<file path="src/hdl/sleep_wake_defines.svh">
/*
  timing constants, register offset and field positions for the sleep/wake sequencer.
  assumes a 20 mhz core clock and an rtc tick input sampled on that clock.
*/
`ifndef SLEEP_WAKE_DEFINES_SVH
`define SLEEP_WAKE_DEFINES_SVH
`define CLK_PERIOD_NS 50
`define CFG2_OFFSET 8'ha2
`define CFG2_FAIL_BIT 0
`define CFG2_RESET 8'h00
// pci bus reset hold after clocks valid, in us, and in cycles
`define CLK_VALID_HOLD_US 500
`define CLK_VALID_HOLD_CYC ((`CLK_VALID_HOLD_US * 1000 + `CLK_PERIOD_NS - 1) / `CLK_PERIOD_NS)
// power good to pci bus reset release window, nominal 1.0 ms
`define CORE_POWER_GOOD_REL_MIN_US 900
`define CORE_POWER_GOOD_REL_MAX_US 1100
`define CORE_POWER_GOOD_REL_US 1000
`define CORE_POWER_GOOD_REL_CYC (`CORE_POWER_GOOD_REL_US * 1000 / `CLK_PERIOD_NS)
// pci clock counts
`define CPU_STOP_CLOCK_N_DELAY_PCI 2
`define SLEEP_DELAY_PCI 4
// rtc tick counts
`define RSM_REL_RTC 2
`define SUS_TO_PCI_BUS_RESET_N_RTC 2
`define PCI_BUS_RESET_N_TO_S3_RTC 1
`define S3_TO_S5_RTC 1
`define WAKE_TO_S3_RTC 2
`define S5_TO_S3_RTC 2
`endif

</file>
<file path="src/hdl/sleep_wake_pkg.sv">
/*
  types of the sleep/wake sequencer.
  assumes the defines header is included by the modules that need counts.
*/
package sleep_wake_pkg;
  typedef enum logic [3:0] {
    ST_STANDBY, ST_RSM_REL, ST_CORE_WAIT, ST_PCI_BUS_RESET_N_HOLD, ST_RUN, ST_SLP_ENTER,
    ST_SUS_WAIT, ST_S3_WAIT, ST_S5_WAIT, ST_SLEEP, ST_WAKE_S5, ST_WAKE_S3
  } seq_state_t;
endpackage

</file>
<file path="src/hdl/pin_sync.sv">
/*
  three flop synchroniser with agreement filter for pin inputs.
  assumes the pin is asynchronous to CLK; output changes when flops two and three agree.
*/
`timescale 1ns/1ps
module pin_sync #(
  parameter int W = 1
) (
  input wire logic clk,
  input wire logic reset,
  input wire logic [W-1:0] d,
  output logic [W-1:0] q
);
  logic [W-1:0] s1_r;
  logic [W-1:0] s2_r;
  logic [W-1:0] s3_r;
  // chain; first flop feeds only the second
  always_ff @(posedge clk) begin
    s1_r <= d;
    s2_r <= s1_r;
    s3_r <= s2_r;
  end
  // only accept a level both later flops agree on, masks metastable blips
  always_ff @(posedge clk) begin
    if (reset) begin
      q <= '0;
    end else begin
      for (int i = 0; i < W; i++) begin
        if (s2_r[i] == s3_r[i]) begin
          q[i] <= s3_r[i];
        end
      end
    end
  end
endmodule

</file>
<file path="src/hdl/sleep_wake_seq.sv">
/*
  power state sequencer: standby power-up, s0-s3-s0 and s0-s5-s0, reset handshake
  and latched power good failure flag in the general pm config two register.
  assumes rtc and pci tick inputs are pulses on CLK, pins are asynchronous, and the
  config register is reached by an 8-bit indexed port at its printed offset.
*/
// Behaviour
// - standby good drives sleep, pci_bus_reset_n active
// - after resume reset release, deassert outputs
// - cpu sleep inactive after core good
// - pci reset held 500 us after clocks
// - pci reset released about 1 ms after
// - stop clock deasserted 1-4 pci clocks
// - straps valid around pci reset release
// - straps withdrawn after second handshake
// - cpu reset released after second handshake
// - cpu sleep within 8 pci clocks
// - suspend status within one rtc tick
// - pci reset 2-3 rtc after suspend
// - s3 sleep 1-2 rtc after reset
// - s5 sleep 1-2 rtc after s3
// - wake from s3 releases s3 2-3 rtc
// - s5 release then s3 release 2-3 rtc
// - latch power good failure flag bit 0
`timescale 1ns/1ps
`include "sleep_wake_defines.svh"
module sleep_wake_seq
  import sleep_wake_pkg::*;
#(
  parameter int HOLD_CYC = `CLK_VALID_HOLD_CYC,
  parameter int CORE_POWER_GOOD_CYC = `CORE_POWER_GOOD_REL_CYC
) (
  input wire logic CLK,
  input wire logic RESET,
  input wire logic RTC_TICK,
  input wire logic PCI_TICK,
  input wire logic RESUME_WELL_RESET_N,
  input wire logic CORE_POWER_GOOD,
  input wire logic CORE_SUPPLY_GOOD,
  input wire logic CLOCKS_VALID,
  input wire logic HUB_CYCLE1,
  input wire logic HUB_CYCLE2,
  input wire logic STOP_GRANT,
  input wire logic SLEEP_REQ,
  input wire logic SOFT_OFF_REQ,
  input wire logic WAKE_EVENT,
  input wire logic CFG_WR,
  input wire logic [7:0] CFG_ADDR,
  input wire logic [7:0] CFG_WDATA,
  output logic [7:0] CFG_RDATA,
  output logic REBOOT_ON_RESUME,
  output logic SLEEP_STATE3_N,
  output logic SLEEP_STATE5_N,
  output logic SUSPEND_STATUS_N,
  output logic PCI_BUS_RESET_N,
  output logic CPU_SLEEP_N,
  output logic CPU_STOP_CLOCK_N,
  output logic CPU_RESET_N,
  output logic HANDSHAKE_CYCLE1,
  output logic HANDSHAKE_CYCLE2,
  output logic STRAPS_VALID
);
  localparam int CNT_W = 16;
  localparam int HOLD_W = $clog2(HOLD_CYC + 1) + 1;
  localparam int OK_W = $clog2(CORE_POWER_GOOD_CYC + 1) + 1;

  // pins from other wells except HUB_CYCLE1, synchronised in one bundle
  logic [8:0] pins_raw;
  logic [8:0] pins;
  assign pins_raw = {RESUME_WELL_RESET_N, CORE_POWER_GOOD, CORE_SUPPLY_GOOD, CLOCKS_VALID,
                     HUB_CYCLE2, STOP_GRANT, SLEEP_REQ, SOFT_OFF_REQ, WAKE_EVENT};
  pin_sync #(.W(9)) u_sync (
    .clk(CLK),
    .reset(RESET),
    .d(pins_raw),
    .q(pins)
  );
  logic rsm_n, core_power_good, core_ok, clk_ok, hub2, sgnt, slp_req, off_req, wake;
  assign {rsm_n, core_power_good, core_ok, clk_ok, hub2, sgnt, slp_req, off_req, wake} = pins;

  // tick counting helper for the rtc intervals; the pci stop clock count is tested inline
  function automatic logic tick_done(input logic [CNT_W-1:0] c, input int n, input logic t);
    return t && (c + 16'h0001 >= CNT_W'(n));
  endfunction

  seq_state_t state_r;
  seq_state_t state_nxt;
  logic [CNT_W-1:0] tick_r;
  logic [HOLD_W-1:0] hold_r;
  logic [OK_W-1:0] ok_r;
  logic soft_off_r;
  logic hs_phase_r;
  logic [7:0] cfg_r;
  logic core_power_good_d_r;
  logic tick_clr;
  logic tick_en;

  // next state; state machine sequence
  always_comb begin
    state_nxt = state_r;
    tick_en = RTC_TICK;
    case (state_r)
      ST_STANDBY: begin
        if (rsm_n) begin
          state_nxt = ST_RSM_REL;
        end
      end
      ST_RSM_REL: begin
        if (tick_done(tick_r, `RSM_REL_RTC, RTC_TICK)) begin
          state_nxt = ST_CORE_WAIT;
        end
      end
      ST_CORE_WAIT: begin
        if (core_power_good && core_ok) begin
          state_nxt = ST_PCI_BUS_RESET_N_HOLD;
        end
      end
      ST_PCI_BUS_RESET_N_HOLD: begin
        if (hold_r >= HOLD_W'(HOLD_CYC) && ok_r >= OK_W'(CORE_POWER_GOOD_CYC)) begin
          state_nxt = ST_RUN;
        end
      end
      ST_RUN: begin
        // stop clock release counts pci ticks
        tick_en = PCI_TICK;
        if (slp_req || off_req) begin
          state_nxt = ST_SLP_ENTER;
        end
      end
      ST_SLP_ENTER: begin
        tick_en = PCI_TICK;
        if (sgnt) begin
          state_nxt = ST_SUS_WAIT;
        end
      end
      ST_SUS_WAIT: begin
        if (tick_done(tick_r, `SUS_TO_PCI_BUS_RESET_N_RTC + 1, RTC_TICK)) begin
          state_nxt = ST_S3_WAIT;
        end
      end
      ST_S3_WAIT: begin
        if (tick_done(tick_r, `PCI_BUS_RESET_N_TO_S3_RTC, RTC_TICK)) begin
          state_nxt = soft_off_r ? ST_S5_WAIT : ST_SLEEP;
        end
      end
      ST_S5_WAIT: begin
        if (tick_done(tick_r, `S3_TO_S5_RTC, RTC_TICK)) begin
          state_nxt = ST_SLEEP;
        end
      end
      ST_SLEEP: begin
        if (wake) begin
          state_nxt = soft_off_r ? ST_WAKE_S5 : ST_WAKE_S3;
        end
      end
      ST_WAKE_S5: begin
        if (tick_done(tick_r, `S5_TO_S3_RTC, RTC_TICK)) begin
          state_nxt = ST_CORE_WAIT;
        end
      end
      ST_WAKE_S3: begin
        if (tick_done(tick_r, `WAKE_TO_S3_RTC, RTC_TICK)) begin
          state_nxt = ST_CORE_WAIT;
        end
      end
      default: begin
        state_nxt = ST_STANDBY;
      end
    endcase
  end
  assign tick_clr = (state_nxt != state_r);

  // state register; loss of resume reset drops back to standby
  always_ff @(posedge CLK) begin
    if (RESET || !rsm_n) begin
      state_r <= ST_STANDBY;
    end else begin
      state_r <= state_nxt;
    end
  end

  always_ff @(posedge CLK) begin
    if (RESET || tick_clr) begin
      tick_r <= '0;
    end else if (tick_en && tick_r != '1) begin
      tick_r <= tick_r + 16'h0001;
    end
  end

  always_ff @(posedge CLK) begin
    if (RESET || !clk_ok || state_r != ST_PCI_BUS_RESET_N_HOLD) begin
      hold_r <= '0;
    end else if (hold_r < HOLD_W'(HOLD_CYC)) begin
      hold_r <= hold_r + 1'b1;
    end
  end

  always_ff @(posedge CLK) begin
    if (RESET || !core_power_good || state_r != ST_PCI_BUS_RESET_N_HOLD) begin
      ok_r <= '0;
    end else if (ok_r < OK_W'(CORE_POWER_GOOD_CYC)) begin
      ok_r <= ok_r + 1'b1;
    end
  end

  // soft-off request remembered through sleep
  always_ff @(posedge CLK) begin
    if (RESET) begin
      soft_off_r <= 1'b0;
    end else if (state_r == ST_RUN && state_nxt == ST_SLP_ENTER) begin
      soft_off_r <= off_req;
    end
  end

  // reset and standby force active sleep outputs
  always_ff @(posedge CLK) begin
    if (RESET) begin
      SLEEP_STATE3_N <= 1'b0;
      SLEEP_STATE5_N <= 1'b0;
      PCI_BUS_RESET_N <= 1'b0;
      SUSPEND_STATUS_N <= 1'b0;
    end else begin
      case (state_nxt)
        ST_STANDBY, ST_RSM_REL: begin
          SLEEP_STATE3_N <= 1'b0;
          SLEEP_STATE5_N <= 1'b0;
          SUSPEND_STATUS_N <= 1'b0;
        end
        ST_SLEEP, ST_S5_WAIT: begin
          SLEEP_STATE3_N <= 1'b0;
          SLEEP_STATE5_N <= ~soft_off_r || state_nxt == ST_S5_WAIT;
          SUSPEND_STATUS_N <= 1'b0;
        end
        ST_WAKE_S5, ST_WAKE_S3: begin
          // s3 stays asserted until the wake count runs out
          SLEEP_STATE3_N <= 1'b0;
          SLEEP_STATE5_N <= 1'b1;
          SUSPEND_STATUS_N <= 1'b0;
        end
        ST_S3_WAIT: begin
          SLEEP_STATE3_N <= 1'b1;
          SLEEP_STATE5_N <= 1'b1;
          SUSPEND_STATUS_N <= 1'b0;
        end
        ST_SUS_WAIT: begin
          SLEEP_STATE3_N <= 1'b1;
          SLEEP_STATE5_N <= 1'b1;
          SUSPEND_STATUS_N <= 1'b0;
        end
        default: begin
          SLEEP_STATE3_N <= 1'b1;
          SLEEP_STATE5_N <= 1'b1;
          SUSPEND_STATUS_N <= 1'b1;
        end
      endcase
      // pci reset released only in run, sleep entry and suspend wait
      PCI_BUS_RESET_N <= (state_nxt == ST_RUN || state_nxt == ST_SLP_ENTER ||
                          state_nxt == ST_SUS_WAIT);
    end
  end

  // cpu sleep held through sleep; core supply lags s3 and cannot be trusted there
  always_ff @(posedge CLK) begin
    if (RESET) begin
      CPU_SLEEP_N <= 1'b0;
    end else if (state_nxt inside {ST_SUS_WAIT, ST_S3_WAIT, ST_S5_WAIT, ST_SLEEP,
                                   ST_WAKE_S5, ST_WAKE_S3}) begin
      CPU_SLEEP_N <= 1'b0;
    end else begin
      CPU_SLEEP_N <= core_ok;
    end
  end

  // stop clock released pci ticks after reset release
  always_ff @(posedge CLK) begin
    if (RESET || state_r != ST_RUN && state_r != ST_SLP_ENTER) begin
      CPU_STOP_CLOCK_N <= 1'b0;
    end else if (state_r == ST_SLP_ENTER) begin
      CPU_STOP_CLOCK_N <= 1'b0;
    end else if (PCI_TICK && !CPU_STOP_CLOCK_N && tick_r + 16'h0001 >= 16'(`CPU_STOP_CLOCK_N_DELAY_PCI)) begin
      CPU_STOP_CLOCK_N <= 1'b1;
    end
  end

  // hub handshake: our cycle 1 after hub cycle 1, our cycle 2 after hub cycle 2
  always_ff @(posedge CLK) begin
    if (RESET || state_r != ST_RUN) begin
      hs_phase_r <= 1'b0;
      HANDSHAKE_CYCLE1 <= 1'b0;
      HANDSHAKE_CYCLE2 <= 1'b0;
    end else begin
      HANDSHAKE_CYCLE1 <= HUB_CYCLE1 && !hs_phase_r;
      HANDSHAKE_CYCLE2 <= hub2 && hs_phase_r && !HANDSHAKE_CYCLE2 && CPU_RESET_N == 1'b0;
      if (HUB_CYCLE1) begin
        hs_phase_r <= 1'b1;
      end
    end
  end

  // straps and cpu reset around handshake cycle 2
  always_ff @(posedge CLK) begin
    if (RESET || state_nxt != ST_RUN && state_r != ST_RUN) begin
      STRAPS_VALID <= 1'b0;
      CPU_RESET_N <= 1'b0;
    end else begin
      if (state_r == ST_PCI_BUS_RESET_N_HOLD) begin
        STRAPS_VALID <= 1'b1;
      end else if (HANDSHAKE_CYCLE2) begin
        STRAPS_VALID <= 1'b0;
        CPU_RESET_N <= 1'b1;
      end
    end
  end

  // failure flag: power good drop while powered sets it, set beats write clear
  always_ff @(posedge CLK) begin
    if (RESET) begin
      core_power_good_d_r <= 1'b0;
      cfg_r <= `CFG2_RESET;
    end else begin
      core_power_good_d_r <= core_power_good;
      if (CFG_WR && CFG_ADDR == `CFG2_OFFSET) begin
        cfg_r[7:1] <= CFG_WDATA[7:1];
        if (CFG_WDATA[`CFG2_FAIL_BIT]) begin
          cfg_r[`CFG2_FAIL_BIT] <= 1'b0;
        end
      end
      // a drop after s3 is asserted is the requested power-off, not a failure
      if (core_power_good_d_r && !core_power_good && rsm_n && SLEEP_STATE3_N) begin
        cfg_r[`CFG2_FAIL_BIT] <= 1'b1;
      end
    end
  end

  // read port and reboot hint on s3 resume
  always_ff @(posedge CLK) begin
    if (RESET) begin
      CFG_RDATA <= 8'h00;
      REBOOT_ON_RESUME <= 1'b0;
    end else begin
      CFG_RDATA <= (CFG_ADDR == `CFG2_OFFSET) ? cfg_r : 8'h00;
      REBOOT_ON_RESUME <= cfg_r[`CFG2_FAIL_BIT] && !soft_off_r;
    end
  end
endmodule

</file>
<file path="config.mk">
export PLATFORM = sky130hd
export DESIGN_NAME = sleep_wake_seq
export DESIGN_NICKNAME = d
export VERILOG_FILES = /design/src/hdl/sleep_wake_pkg.sv /design/src/hdl/pin_sync.sv /design/src/hdl/sleep_wake_seq.sv
export VERILOG_INCLUDE_DIRS = /design/src /design/src/hdl
export SDC_FILE = /design/constraint.sdc
export NUM_CORES = 1
export LEC_CHECK = 0
export BUFFER_PORTS_ARGS = -buffer_cell sky130_fd_sc_hd__buf_2
export CORE_AREA = 2 2 102 104
export DETAILED_ROUTE_END_ITERATION = 12
export DIE_AREA = 0 0 104 106
export PLACE_DENSITY = 0.74
export SLEW_MARGIN = 10
export SYNTH_ARGS = -nofsm -noshare
export SYNTH_HDL_FRONTEND = slang
export SYNTH_SLANG_ARGS = --single-unit
</file>
<file path="constraint.sdc">
create_clock -name CLK -period 3.3 [get_ports CLK]
set_clock_uncertainty 0.15 [all_clocks]
set_input_delay 0.66 -clock CLK [delete_from_list [all_inputs] [get_ports CLK]]
set_output_delay 0.66 -clock CLK [all_outputs]
set_load 0.01 [all_outputs]
</file>
==> results.json, run 1 <==
{
  "synthDistinctLibCells": 67,
  "critical_path.max_fanout": 5,
  "fin_setup_tns_ns": 0,
  "final_max_slew_viol_count": 0,
  "port_buffers": 49,
  "power_frac_seq_pct": 43.7,
  "root_buffer": "clkbuf_8",
  "power_frac_comb_pct": 3.8,
  "reg2regPathDepth": 11,
  "grt_pass1_vias": 4244,
  "yosys_warnings": 0,
  "fin_nets": 674,
  "startpoint": "tick_r[0]$_SDFFE_PP0P_",
  "switching_power_uw": 755,
  "yosysSeqAreaShare_pct": 45.7,
  "final_hold_viol_count": 0,
  "min_delay_path_depth": 1,
  "syn_to_final_growth_pct": 21.0,
  "crit_chain": "ha_2 -> and4_2 -> a211o_1 -> a222oi_1 -> nand2_1 -> o41a_1 -> buf_4 -> nand3_1 -> nand3b_1 -> buf_4 -> nor3b_1",
  "crit_family": "compound AO/OA/AOI/OAI gates",
  "synthesis.nets": 611,
  "routed_wl_um": 11300,
  "critPathRequiredTime_ns": 3.58,
  "vias": 4474,
  "cts_max_level": 4,
  "hold_class": "input port to flip-flop",
  "period_minus_slack_ns": 3.19,
  "final_cell_mix": "117 x dfxtp_1, 66 x nor2_1, 49 x nand2_1, 49 x buf_2, 33 x a21oi_1",
  "pre_cts_slack_ns": 0.0233,
  "intPower_mw": 2.58,
  "drt_first_pass_iters": 5,
  "endpoint": "CPU_SLEEP_N$_SDFF_PP0_",
  "wl_met3_um": 711,
  "antenna_cells": 0,
  "numCtsBuffers": 17,
  "antenna_found_initial": 0,
  "synth_area_um2": 5120,
  "ys.flop_type": "dfxtp_1",
  "cp_common_cell": "buf_4",
  "async_flop_share_pct": 0,
  "status": "complete, no violations",
  "vias_per_cell": 5.71,
  "final_antenna_net_count": 0,
  "period_share_pct": 96.6,
  "io_pins": 50,
  "end_kind": "flip-flop",
  "grt_start_max_net_pins": 31,
  "post_drt_wl_per_cell_um": 14.5,
  "cts_sinks": 117,
  "start_util_pct": 51.2,
  "r2r-start": "tick_r[0]$_SDFFE_PP0P_",
  "drcViolationCount": 0,
  "p_clk_share_pct": 52.4,
  "worst_setup_path_start_kind": "flip-flop",
  "worstMarginPinSlew_ns": 0.792,
  "critical_path_arrival_ns": 3.47,
  "critPathKind": "flip-flop to flip-flop",
  "cp.depth": 11,
  "power_leakage_nw": 2.42,
  "routed.top_layer": "met4",
  "clkLatencyLatePin_ns": 0.52,
  "coreArea_um2": 10000,
  "post_synth.cell_area_avg_um2": 8.95,
  "max_slew_margin_pct": 46.5,
  "rrSetupSlack_ns": 0.11,
  "setup-violations-final": 0,
  "dieArea_um2": 11000,
  "die_x_um": 104,
  "clock_path_buffers": 2,
  "dp_hpwl_um": 7770,
  "syn_inst": 572,
  "first_iter_violations": 274,
  "regToRegEndpoint": "CPU_SLEEP_N$_SDFF_PP0_",
  "sw_frac_of_total_pct": 22.6,
  "ctsHoldBuffers": 0,
  "cts_tree": "built",
  "final_common_cell": "dfxtp_1",
  "max-vdd-ir-drop_mv": 0.593,
  "clkSlewWorstSetupHoldPaths_ns": 0.06,
  "grt_overflow_total": 0,
  "fmax_ghz": 0.314,
  "drive_gt1_share_pct": 20.1,
  "grt_pass1_wl_um": 19200,
  "ys_ff_latch": 117,
  "fp.dieH_um": 106,
  "gp_congestion": 0.879,
  "met2_length_um": 5500,
  "holdWs_ns": 0.0843,
  "cp_num_buf_inv": 2,
  "row_count": 37,
  "cp_slowest_cell": "o41a_1",
  "wl_met1_um": 4950,
  "cp_slowest_stage_delay_ns": 0.46,
  "cap_violations": 0,
  "fin_ws_ns": 0.113,
  "power.density_nw_per_um2": 538,
  "synth_edf_count": 0,
  "grt_use_total_pct": 21.2
}
==> layer usage <==
layer	global-route usage (%)	vias up
li1	-	2182
met3	6.62	20
met1	26.2	2129
met4	6.76	0
met2	35.6	143
met5	0	-
==> state kept, by name, summed over array words and instances, names as in the netlist, 4 cells and up <==
register / flops
u_sync.s2_r: 9
u_sync.s1_r: 9
hold_r: 15
CFG_RDATA: 8
u_sync.s3_r: 9
tick_r: 16
u_sync.q: 9
state_r: 4
ok_r: 16
cfg_r: 8
==> Yosys cell counts, drive strengths merged, types with 2 or more instances <==
cell type | n | area [um2]
a211o | 5 | 43.8
a211oi | 2 | 15.0
a21oi | 47 | 273
a22oi | 2 | 15.0
a311oi | 3 | 26.3
a31o | 2 | 17.5
a31oi | 5 | 31.3
a41oi | 2 | 17.5
and2 | 14 | 88.8
and3 | 12 | 75.1
and4 | 3 | 30.0
buf | 6 | 66.3
clkbuf | 20 | 75.1
dfxtp | 117 | 2340
ha | 8 | 100
inv | 13 | 48.8
mux2i | 8 | 80.1
nand2 | 49 | 184
nand2b | 6 | 37.5
nand3 | 17 | 85.1
nand3b | 2 | 15.0
nand4 | 13 | 81.3
nand4b | 2 | 17.5
nor2 | 66 | 248
nor2b | 7 | 43.8
nor3 | 10 | 50.1
nor3b | 3 | 22.5
nor4 | 7 | 43.8
nor4bb | 2 | 20.0
o2111ai | 16 | 140
o211ai | 2 | 15.0
o21a | 4 | 30.0
o21ai | 25 | 125
o2bb2ai | 2 | 17.5
o31ai | 3 | 22.5
or3 | 11 | 68.8
or4 | 2 | 18.8
xnor2 | 11 | 96.3
xor2 | 26 | 228
==> power by group through the flow <==
stage               registers (mW)  clock network, mW  logic (mW)
floorplan                     1.49                  0      0.0779
global placement              1.49                  0       0.118
detailed placement            1.49                  0       0.122
CTS                           1.46               1.77       0.123
global route                  1.46               1.84       0.141
finish                        1.46               1.75       0.128
==> final cells by class <==
cell class / instances / area, um2
tap: 136 / 170
multi-input combinational: 416 / 2630
inverter: 13 / 48.8
sequential: 117 / 2340
fill: 833 / 3810
clock inverter: 14 / 153
timing repair buffer: 70 / 428
clock buffer: 18 / 418
==> cells by family after synthesis <==
kind of cell	count (synthesis)	synth area share (%)
XOR/XNOR	37	6.33
flip-flops	117	45.7
adder cells (fa/ha/maj)	8	1.96
buffers and inverters	39	3.71
AO/OA/AOI/OAI	131	17.4
multiplexers	9	1.78
AND/OR/NAND/NOR	231	23.0
==> timing repair <==
item,in CTS,in global routing
buffers inserted,0,1
pin swaps,1,5
setup endpoints to repair,1,21
gates resized for setup,0,9
==> metrics by stage <==
stage	utilization (%)	cell area, um2	cells	power [mW]
2_1_floorplan	-	5120	572	1.56
3_3_place_gp	55.7	5570	751	1.60
3_5_place_dp	55.7	5570	751	1.61
4_1_cts	61.4	6140	783	3.35
5_1_grt	61.9	6190	784	3.44
6_report	61.9	6190	784	3.33
==> worst min path at each step <==
stage                                      start                     end  slack (ns)
after detailed placement  u_sync.s1_r[1]$_DFF_P_  u_sync.s2_r[1]$_DFF_P_        0.16
final                               SOFT_OFF_REQ  u_sync.s1_r[1]$_DFF_P_        0.08
after CTS                           SOFT_OFF_REQ  u_sync.s1_r[1]$_DFF_P_        0.07
after global routing                SOFT_OFF_REQ  u_sync.s1_r[1]$_DFF_P_        0.06
after floorplan           u_sync.s1_r[0]$_DFF_P_  u_sync.s2_r[0]$_DFF_P_        0.16
after global placement    u_sync.s1_r[8]$_DFF_P_  u_sync.s2_r[8]$_DFF_P_        0.16
No activity file was read; power rests on OpenSTA's default activity.
==> run 2: changes to the inputs <==
--- a/config.mk
+++ b/config.mk
@@ -6,10 +6,13 @@
 export SDC_FILE = /design/constraint.sdc
 export NUM_CORES = 1
 export LEC_CHECK = 0
+export ABC_AREA = 1
 export BUFFER_PORTS_ARGS = -buffer_cell sky130_fd_sc_hd__buf_2
-export CORE_AREA = 2 2 102 104
+export CAP_MARGIN = 30
+export CORE_AREA = 2 2 100 102
 export DETAILED_ROUTE_END_ITERATION = 12
-export DIE_AREA = 0 0 104 106
+export DIE_AREA = 0 0 102 104
+export GPL_ROUTABILITY_DRIVEN = 0
 export PLACE_DENSITY = 0.74
 export SLEW_MARGIN = 10
 export SYNTH_ARGS = -nofsm -noshare
==> run 2 against run 1 <==
Against the previous run:
- worst setup slack better by 0.34 ns
- clock power about the same
- power grew 1.9%
- area after synthesis shrank 4.0%
- critical path type unchanged
- largest power group unchanged
- highest routed layer unchanged
==> results.json, run 2 <==
{
  "final_hold_viol_count": 0,
  "worst_setup_path_start_kind": "flip-flop",
  "power_leakage_nw": 2.42,
  "yosys_warnings": 0,
  "dp_hpwl_um": 7440,
  "fp.dieH_um": 104,
  "ys_ff_latch": 117,
  "switching_power_uw": 851,
  "power.density_nw_per_um2": 578,
  "cap_violations": 0,
  "async_flop_share_pct": 0,
  "rsz0062_at_grt": "no",
  "end_kind": "flip-flop",
  "synth_area_um2": 4920,
  "final_common_cell": "dfxtp_1",
  "coreArea_um2": 9550,
  "fin_nets": 737,
  "die_x_um": 102,
  "ys.flop_type": "dfxtp_1",
  "port_buffers": 49,
  "cts_max_level": 4,
  "critPathKind": "flip-flop to flip-flop",
  "io_pins": 50,
  "antenna_found_initial": 0,
  "synthDistinctLibCells": 40,
  "root_buffer": "clkbuf_8",
  "grt_start_max_net_pins": 21,
  "critPathRequiredTime_ns": 3.58,
  "post_synth.cell_area_avg_um2": 7.73,
  "fin_setup_tns_ns": 0,
  "power_frac_seq_pct": 43.6,
  "synth.largest_area_cell": "dfxtp_1",
  "yosysMostFrequentCell": "dfxtp_1",
  "intPower_mw": 2.54,
  "antenna_cells": 0,
  "setup-violations-final": 0,
  "fin_ws_ns": 0.454,
  "ctsResizeCount": 0,
  "drive_gt1_share_pct": 17.9,
  "synth_top_area_share_pct": 47.6,
  "grt_pass1_vias": 4170,
  "max_slew_margin_pct": 61.6,
  "critical_path_arrival_ns": 3.13,
  "dieArea_um2": 10600,
  "synthesis.nets": 675,
  "yosysSeqAreaShare_pct": 47.6,
  "status": "complete, no violations",
  "fmax_ghz": 0.351,
  "grt_use_total_pct": 21.3,
  "numCtsBuffers": 17,
  "first_iter_violations": 313,
  "vias_per_cell": 5.19,
  "drt_first_pass_iters": 5,
  "synth_edf_count": 0,
  "power_frac_comb_pct": 4.5,
  "syn_inst": 636,
  "start_util_pct": 51.5,
  "worstMarginPinSlew_ns": 0.574,
  "grt_pass1_wl_um": 18200,
  "cts_tree": "built",
  "vias": 4379,
  "post_cts_buffers": 0,
  "synth_common_cells": "117 x dfxtp_1, 106 x nand2_1, 83 x inv_1",
  "period_share_pct": 86.2,
  "hold_class": "input port to flip-flop",
  "final_antenna_net_count": 0,
  "post_drt_wl_per_cell_um": 12.7,
  "p_clk_share_pct": 51.9,
  "clock_path_buffers": 2,
  "synth_top_cells_by_area": "dfxtp_1 48%, nand2_1 8.1%, inv_1 6.3%",
  "clkLatencyLatePin_ns": 0.51,
  "pre_cts_slack_ns": 0.547,
  "routed_wl_um": 10800,
  "row_count": 36,
  "grt_overflow_total": 0,
  "ctsHoldBuffers": 0,
  "syn_to_final_growth_pct": 19.4,
  "max-vdd-ir-drop_mv": 0.355,
  "cts_sinks": 117,
  "final_cell_mix": "117 x dfxtp_1, 106 x nand2_1, 83 x inv_1",
  "final_max_slew_viol_count": 0,
  "top_regs": "ok_r: 16 flops, tick_r: 16 flops, hold_r: 15 flops",
  "period_minus_slack_ns": 2.85,
  "clkSlewWorstSetupHoldPaths_ns": 0.06,
  "drcViolationCount": 0,
  "critical_path.max_fanout": 16,
  "sw_frac_of_total_pct": 25.1
}
## run 2: cell count changes after synthesis, moves of 14 or more
cell	before	now
inv_1	13	83
o21ai_0	24	58
nand3_1	17	33
o2111ai_1	16	0
a21oi_1	37	54
nand2_1	49	106
xor2_1	26	1
clkbuf_1	20	6
nor3_1	10	25
## run 2: per-stage QoR
stage | total power [mW] | std cells | util (%) | instance area, um2 | hold slack [ns]
3_3_place_gp | 1.66 | 812 | 55.5 | 5300 | 0.161
4_1_cts | 3.42 | 844 | 61.5 | 5870 | 0.0829
6_report | 3.40 | 844 | 61.5 | 5870 | 0.0956
3_5_place_dp | 1.66 | 812 | 55.5 | 5300 | 0.162
2_1_floorplan | 1.61 | 636 | - | 4920 | 0.160
5_1_grt | 3.51 | 844 | 61.5 | 5870 | 0.0737
## run 2: cells by family after synthesis
logic type               Yosys count  synth area share (%)
AND/OR/NAND/NOR                  288                  28.7
flip-flops                       117                  47.6
multiplexers                       1                 0.229
adder cells (fa/ha/maj)            8                  2.04
buffers and inverters             94                  7.48
AO/OA/AOI/OAI                    127                  13.7
XOR/XNOR                           1                 0.178
## run 2: metal layers
metal	share of wire (%)	track usage, %	up-vias	routed length [um]
met1	44	26.2	2008	4720
li1	-	-	2211	-
met3	5.3	5.91	29	570
met4	2.1	8.67	0	224
met5	0	0	-	0
met2	49	35.0	131	5240
## run 2: worst paths after layout
check	from	end	slack (ns)	cells past startpoint
max	tick_r[1]$_SDFFE_PP0P_	tick_r[4]$_SDFFE_PP0P_	0.45	17
min	WAKE_EVENT	u_sync.s1_r[0]$_DFF_P_	0.1	1
max reg2reg	tick_r[1]$_SDFFE_PP0P_	tick_r[4]$_SDFFE_PP0P_	0.45	17
min reg2reg	u_sync.s1_r[3]$_DFF_P_	u_sync.s2_r[3]$_DFF_P_	0.17	0
## run 2: layout make-up
type | instances | area, um2
Timing Repair Buffer | 51 | 260
Fill cell | 838 | 3680
Tap cell | 133 | 166
Inverter | 86 | 323
Multi-Input combinational cell | 425 | 2210
Clock inverter | 15 | 158
Clock buffer | 17 | 414
Sequential cell | 117 | 2340
## run 2: worst max-delay path, cell delays in order, from the launching register on
cell and delay (ns):
dfxtp_1 0.42, ha_1 0.24, nand3_2 0.11, nor2_4 0.23, nand2_1 0.08, nand2_1 0.06
nand2_1 0.06, inv_2 0.06, nand2_1 0.08, nor2_4 0.14, nand3_2 0.09, nand2_2 0.11
nand2_2 0.08, a21oi_4 0.18, nand2_2 0.09, nand2_1 0.11, nand3_4 0.23, nor3_1 0.23
## run 2: power groups by stage
stage / logic [mW] / registers [mW] / clock network [mW]
2_1_floorplan: 0.111 / 1.50 / 0
6_report: 0.154 / 1.48 / 1.76
3_5_place_dp: 0.151 / 1.51 / 0
3_3_place_gp: 0.147 / 1.51 / 0
4_1_cts: 0.154 / 1.48 / 1.78
5_1_grt: 0.174 / 1.48 / 1.85
==> run 3: changes to the inputs <==
--- a/config.mk
+++ b/config.mk
@@ -13,7 +13,7 @@
 export DETAILED_ROUTE_END_ITERATION = 12
 export DIE_AREA = 0 0 102 104
 export GPL_ROUTABILITY_DRIVEN = 0
-export PLACE_DENSITY = 0.74
+export PLACE_DENSITY = 0.83
 export SLEW_MARGIN = 10
 export SYNTH_ARGS = -nofsm -noshare
 export SYNTH_HDL_FRONTEND = slang
==> run 3 against run 2 <==
Against the previous run:
- die area is the same
- first-iteration DRC count grew 13%
- global-route usage shrank 0.061 points
- final cell count shrank 0.36%
- combinational power is essentially flat
- worst setup slack gained 0.026 ns
- wire length grew 0.24%
- clock-buffer cell count grew 4
- utilization is essentially flat
- register-to-register slack gained 0.03 ns
- flip-flop and latch count is the same
- highest routed layer unchanged
==> results.json, run 3 (synthesis gave the netlist of run 2 again) <==
{
  "grt_use_met1_pct": 25.5,
  "power.density_nw_per_um2": 579,
  "cp_slowest_stage_delay_ns": 0.42,
  "drt_first_pass_iters": 5,
  "grt_use_total_pct": 21.3,
  "vias_per_cell": 5.28,
  "setup-violations-final": 0,
  "fin_nets": 737,
  "hold_class": "input port to flip-flop",
  "io_pins": 50,
  "max-vdd-ir-drop_mv": 0.392,
  "max_slew_margin_pct": 71.8,
  "cts_sinks": 117,
  "post_drt_wl_per_cell_um": 12.8,
  "nFillCells": 806,
  "dp_hpwl_um": 7410,
  "grt_start_max_net_pins": 17,
  "worst_setup_path_start_kind": "flip-flop",
  "cts_max_level": 4,
  "port_buffers": 49,
  "coreArea_um2": 9550,
  "cts_tree": "built",
  "vias": 4442,
  "multi_input_area_um2": 2210,
  "top_regs": "ok_r: 16 flops, tick_r: 16 flops, hold_r: 15 flops",
  "crit_chain": "ha_1 -> nand3_2 -> nor2_4 -> nand3_1 -> nand2_1 -> nand3_2 -> nor2_4 -> nand3_1 -> nand2_1 -> nand2_1 -> a31oi_1 -> nand3_4 -> nor3_1",
  "intPower_mw": 2.67,
  "critPathKind": "flip-flop to flip-flop",
  "power_leakage_nw": 2.40,
  "grt_pass1_wl_um": 18200,
  "p_clk_share_pct": 51.8,
  "power_frac_comb_pct": 4.5,
  "dieArea_um2": 10600,
  "antenna_found_initial": 0,
  "switching_power_uw": 730,
  "cp_common_cell": "nand2_1",
  "drive_gt1_share_pct": 17.1,
  "critical_path_arrival_ns": 3.09,
  "end_kind": "flip-flop",
  "clkLatencyLatePin_ns": 0.51,
  "rsz0062_at_grt": "no",
  "die_x_um": 102,
  "clock_path_buffers": 2,
  "grt_overflow_total": 0,
  "final_max_slew_viol_count": 0,
  "utilization_pct": 61.4,
  "first_iter_violations": 354,
  "numCtsBuffers": 17,
  "critical_path.max_fanout": 16,
  "row_count": 36,
  "clkSlewWorstSetupHoldPaths_ns": 0.05,
  "grt_pass1_vias": 4260,
  "cap_violations": 0,
  "fin_setup_tns_ns": 0,
  "use_met3_pct": 6.65,
  "antenna_cells": 0,
  "power_frac_seq_pct": 43.7,
  "ctsHoldBuffers": 0,
  "period_minus_slack_ns": 2.82,
  "root_buffer": "clkbuf_8",
  "final_hold_viol_count": 0,
  "cp_slowest_cell": "dfxtp_1",
  "ctsResizeCount": 0,
  "start_util_pct": 51.5,
  "post_cts_buffers": 0,
  "gr-max-usage-layer": "met2",
  "final_common_cell": "dfxtp_1",
  "fmax_ghz": 0.355,
  "use_met2_pct": 35.1,
  "sw_frac_of_total_pct": 21.5,
  "syn_to_final_growth_pct": 19.3,
  "period_share_pct": 85.5,
  "drcViolationCount": 0,
  "worstMarginPinSlew_ns": 0.422,
  "critPathRequiredTime_ns": 3.57,
  "final_cell_mix": "117 x dfxtp_1, 106 x nand2_1, 83 x inv_1",
  "seq_area_um2": 2340,
  "status": "complete, no violations",
  "final_antenna_net_count": 0,
  "fp.dieH_um": 104,
  "routed_wl_um": 10800
}
run 3: changes by cell type in the layout (fill, tap and decap cells not counted), sizes merged:
cell / delta
clkbuf: +4
clkinv: -2
inv: -10
clkinvlp: +3
bufinv: +2
run 3: cell type report:
type,instances,share of cell area [%]
clock inverters,8,2.20
repair buffers,51,4.44
flip-flops and latches,117,39.9
inverters,86,5.50
clock buffers,21,7.49
well taps,133,2.84
multi-input cells,425,37.6
run 3: critical path, delay by kind of cell (launching register included):
family / cells / cell delay (ns)
compound gates: 1 / 0.28
fa+ha+maj: 1 / 0.26
flops: 1 / 0.42
simple gates: 11 / 1.63
run 3: worst paths after layout:
| kind | start | end | slack, ns | cells past startpoint |
|---|---|---|---|---|
| min reg2reg | u_sync.s1_r[7]$_DFF_P_ | u_sync.s2_r[7]$_DFF_P_ | 0.17 | 0 |
| min | SOFT_OFF_REQ | u_sync.s1_r[1]$_DFF_P_ | 0.10 | 1 |
| max | tick_r[1]$_SDFFE_PP0P_ | tick_r[15]$_SDFFE_PP0P_ | 0.48 | 13 |
| max reg2reg | tick_r[1]$_SDFFE_PP0P_ | tick_r[15]$_SDFFE_PP0P_ | 0.48 | 13 |
run 3: stage by stage:
step / cells / area [um2] / hold WS (ns) / total power, mW / worst slack, ns
after global routing: 841 / 5870 / 0.0723 / 3.51 / 0.193
after CTS: 841 / 5870 / 0.0838 / 3.41 / 0.521
final: 841 / 5870 / 0.101 / 3.40 / 0.480
after floorplan: 636 / 4920 / 0.160 / 1.61 / 0.942
after detailed placement: 812 / 5300 / 0.163 / 1.66 / 0.589
after global placement: 812 / 5300 / 0.161 / 1.65 / 0.743
run 3: per-layer routing:
metal,vias to the layer above,share of wire [%]
met1,2049,42
li1,2203,-
met3,26,6.2
met2,164,50
met5,-,0
met4,0,2.0
run 3: power groups by stage:
stage	logic (mW)	registers [mW]	clock network, mW
2_1_floorplan	0.111	1.50	0
3_3_place_gp	0.145	1.51	0
3_5_place_dp	0.150	1.51	0
4_1_cts	0.154	1.48	1.78
5_1_grt	0.174	1.49	1.85
6_report	0.154	1.48	1.76
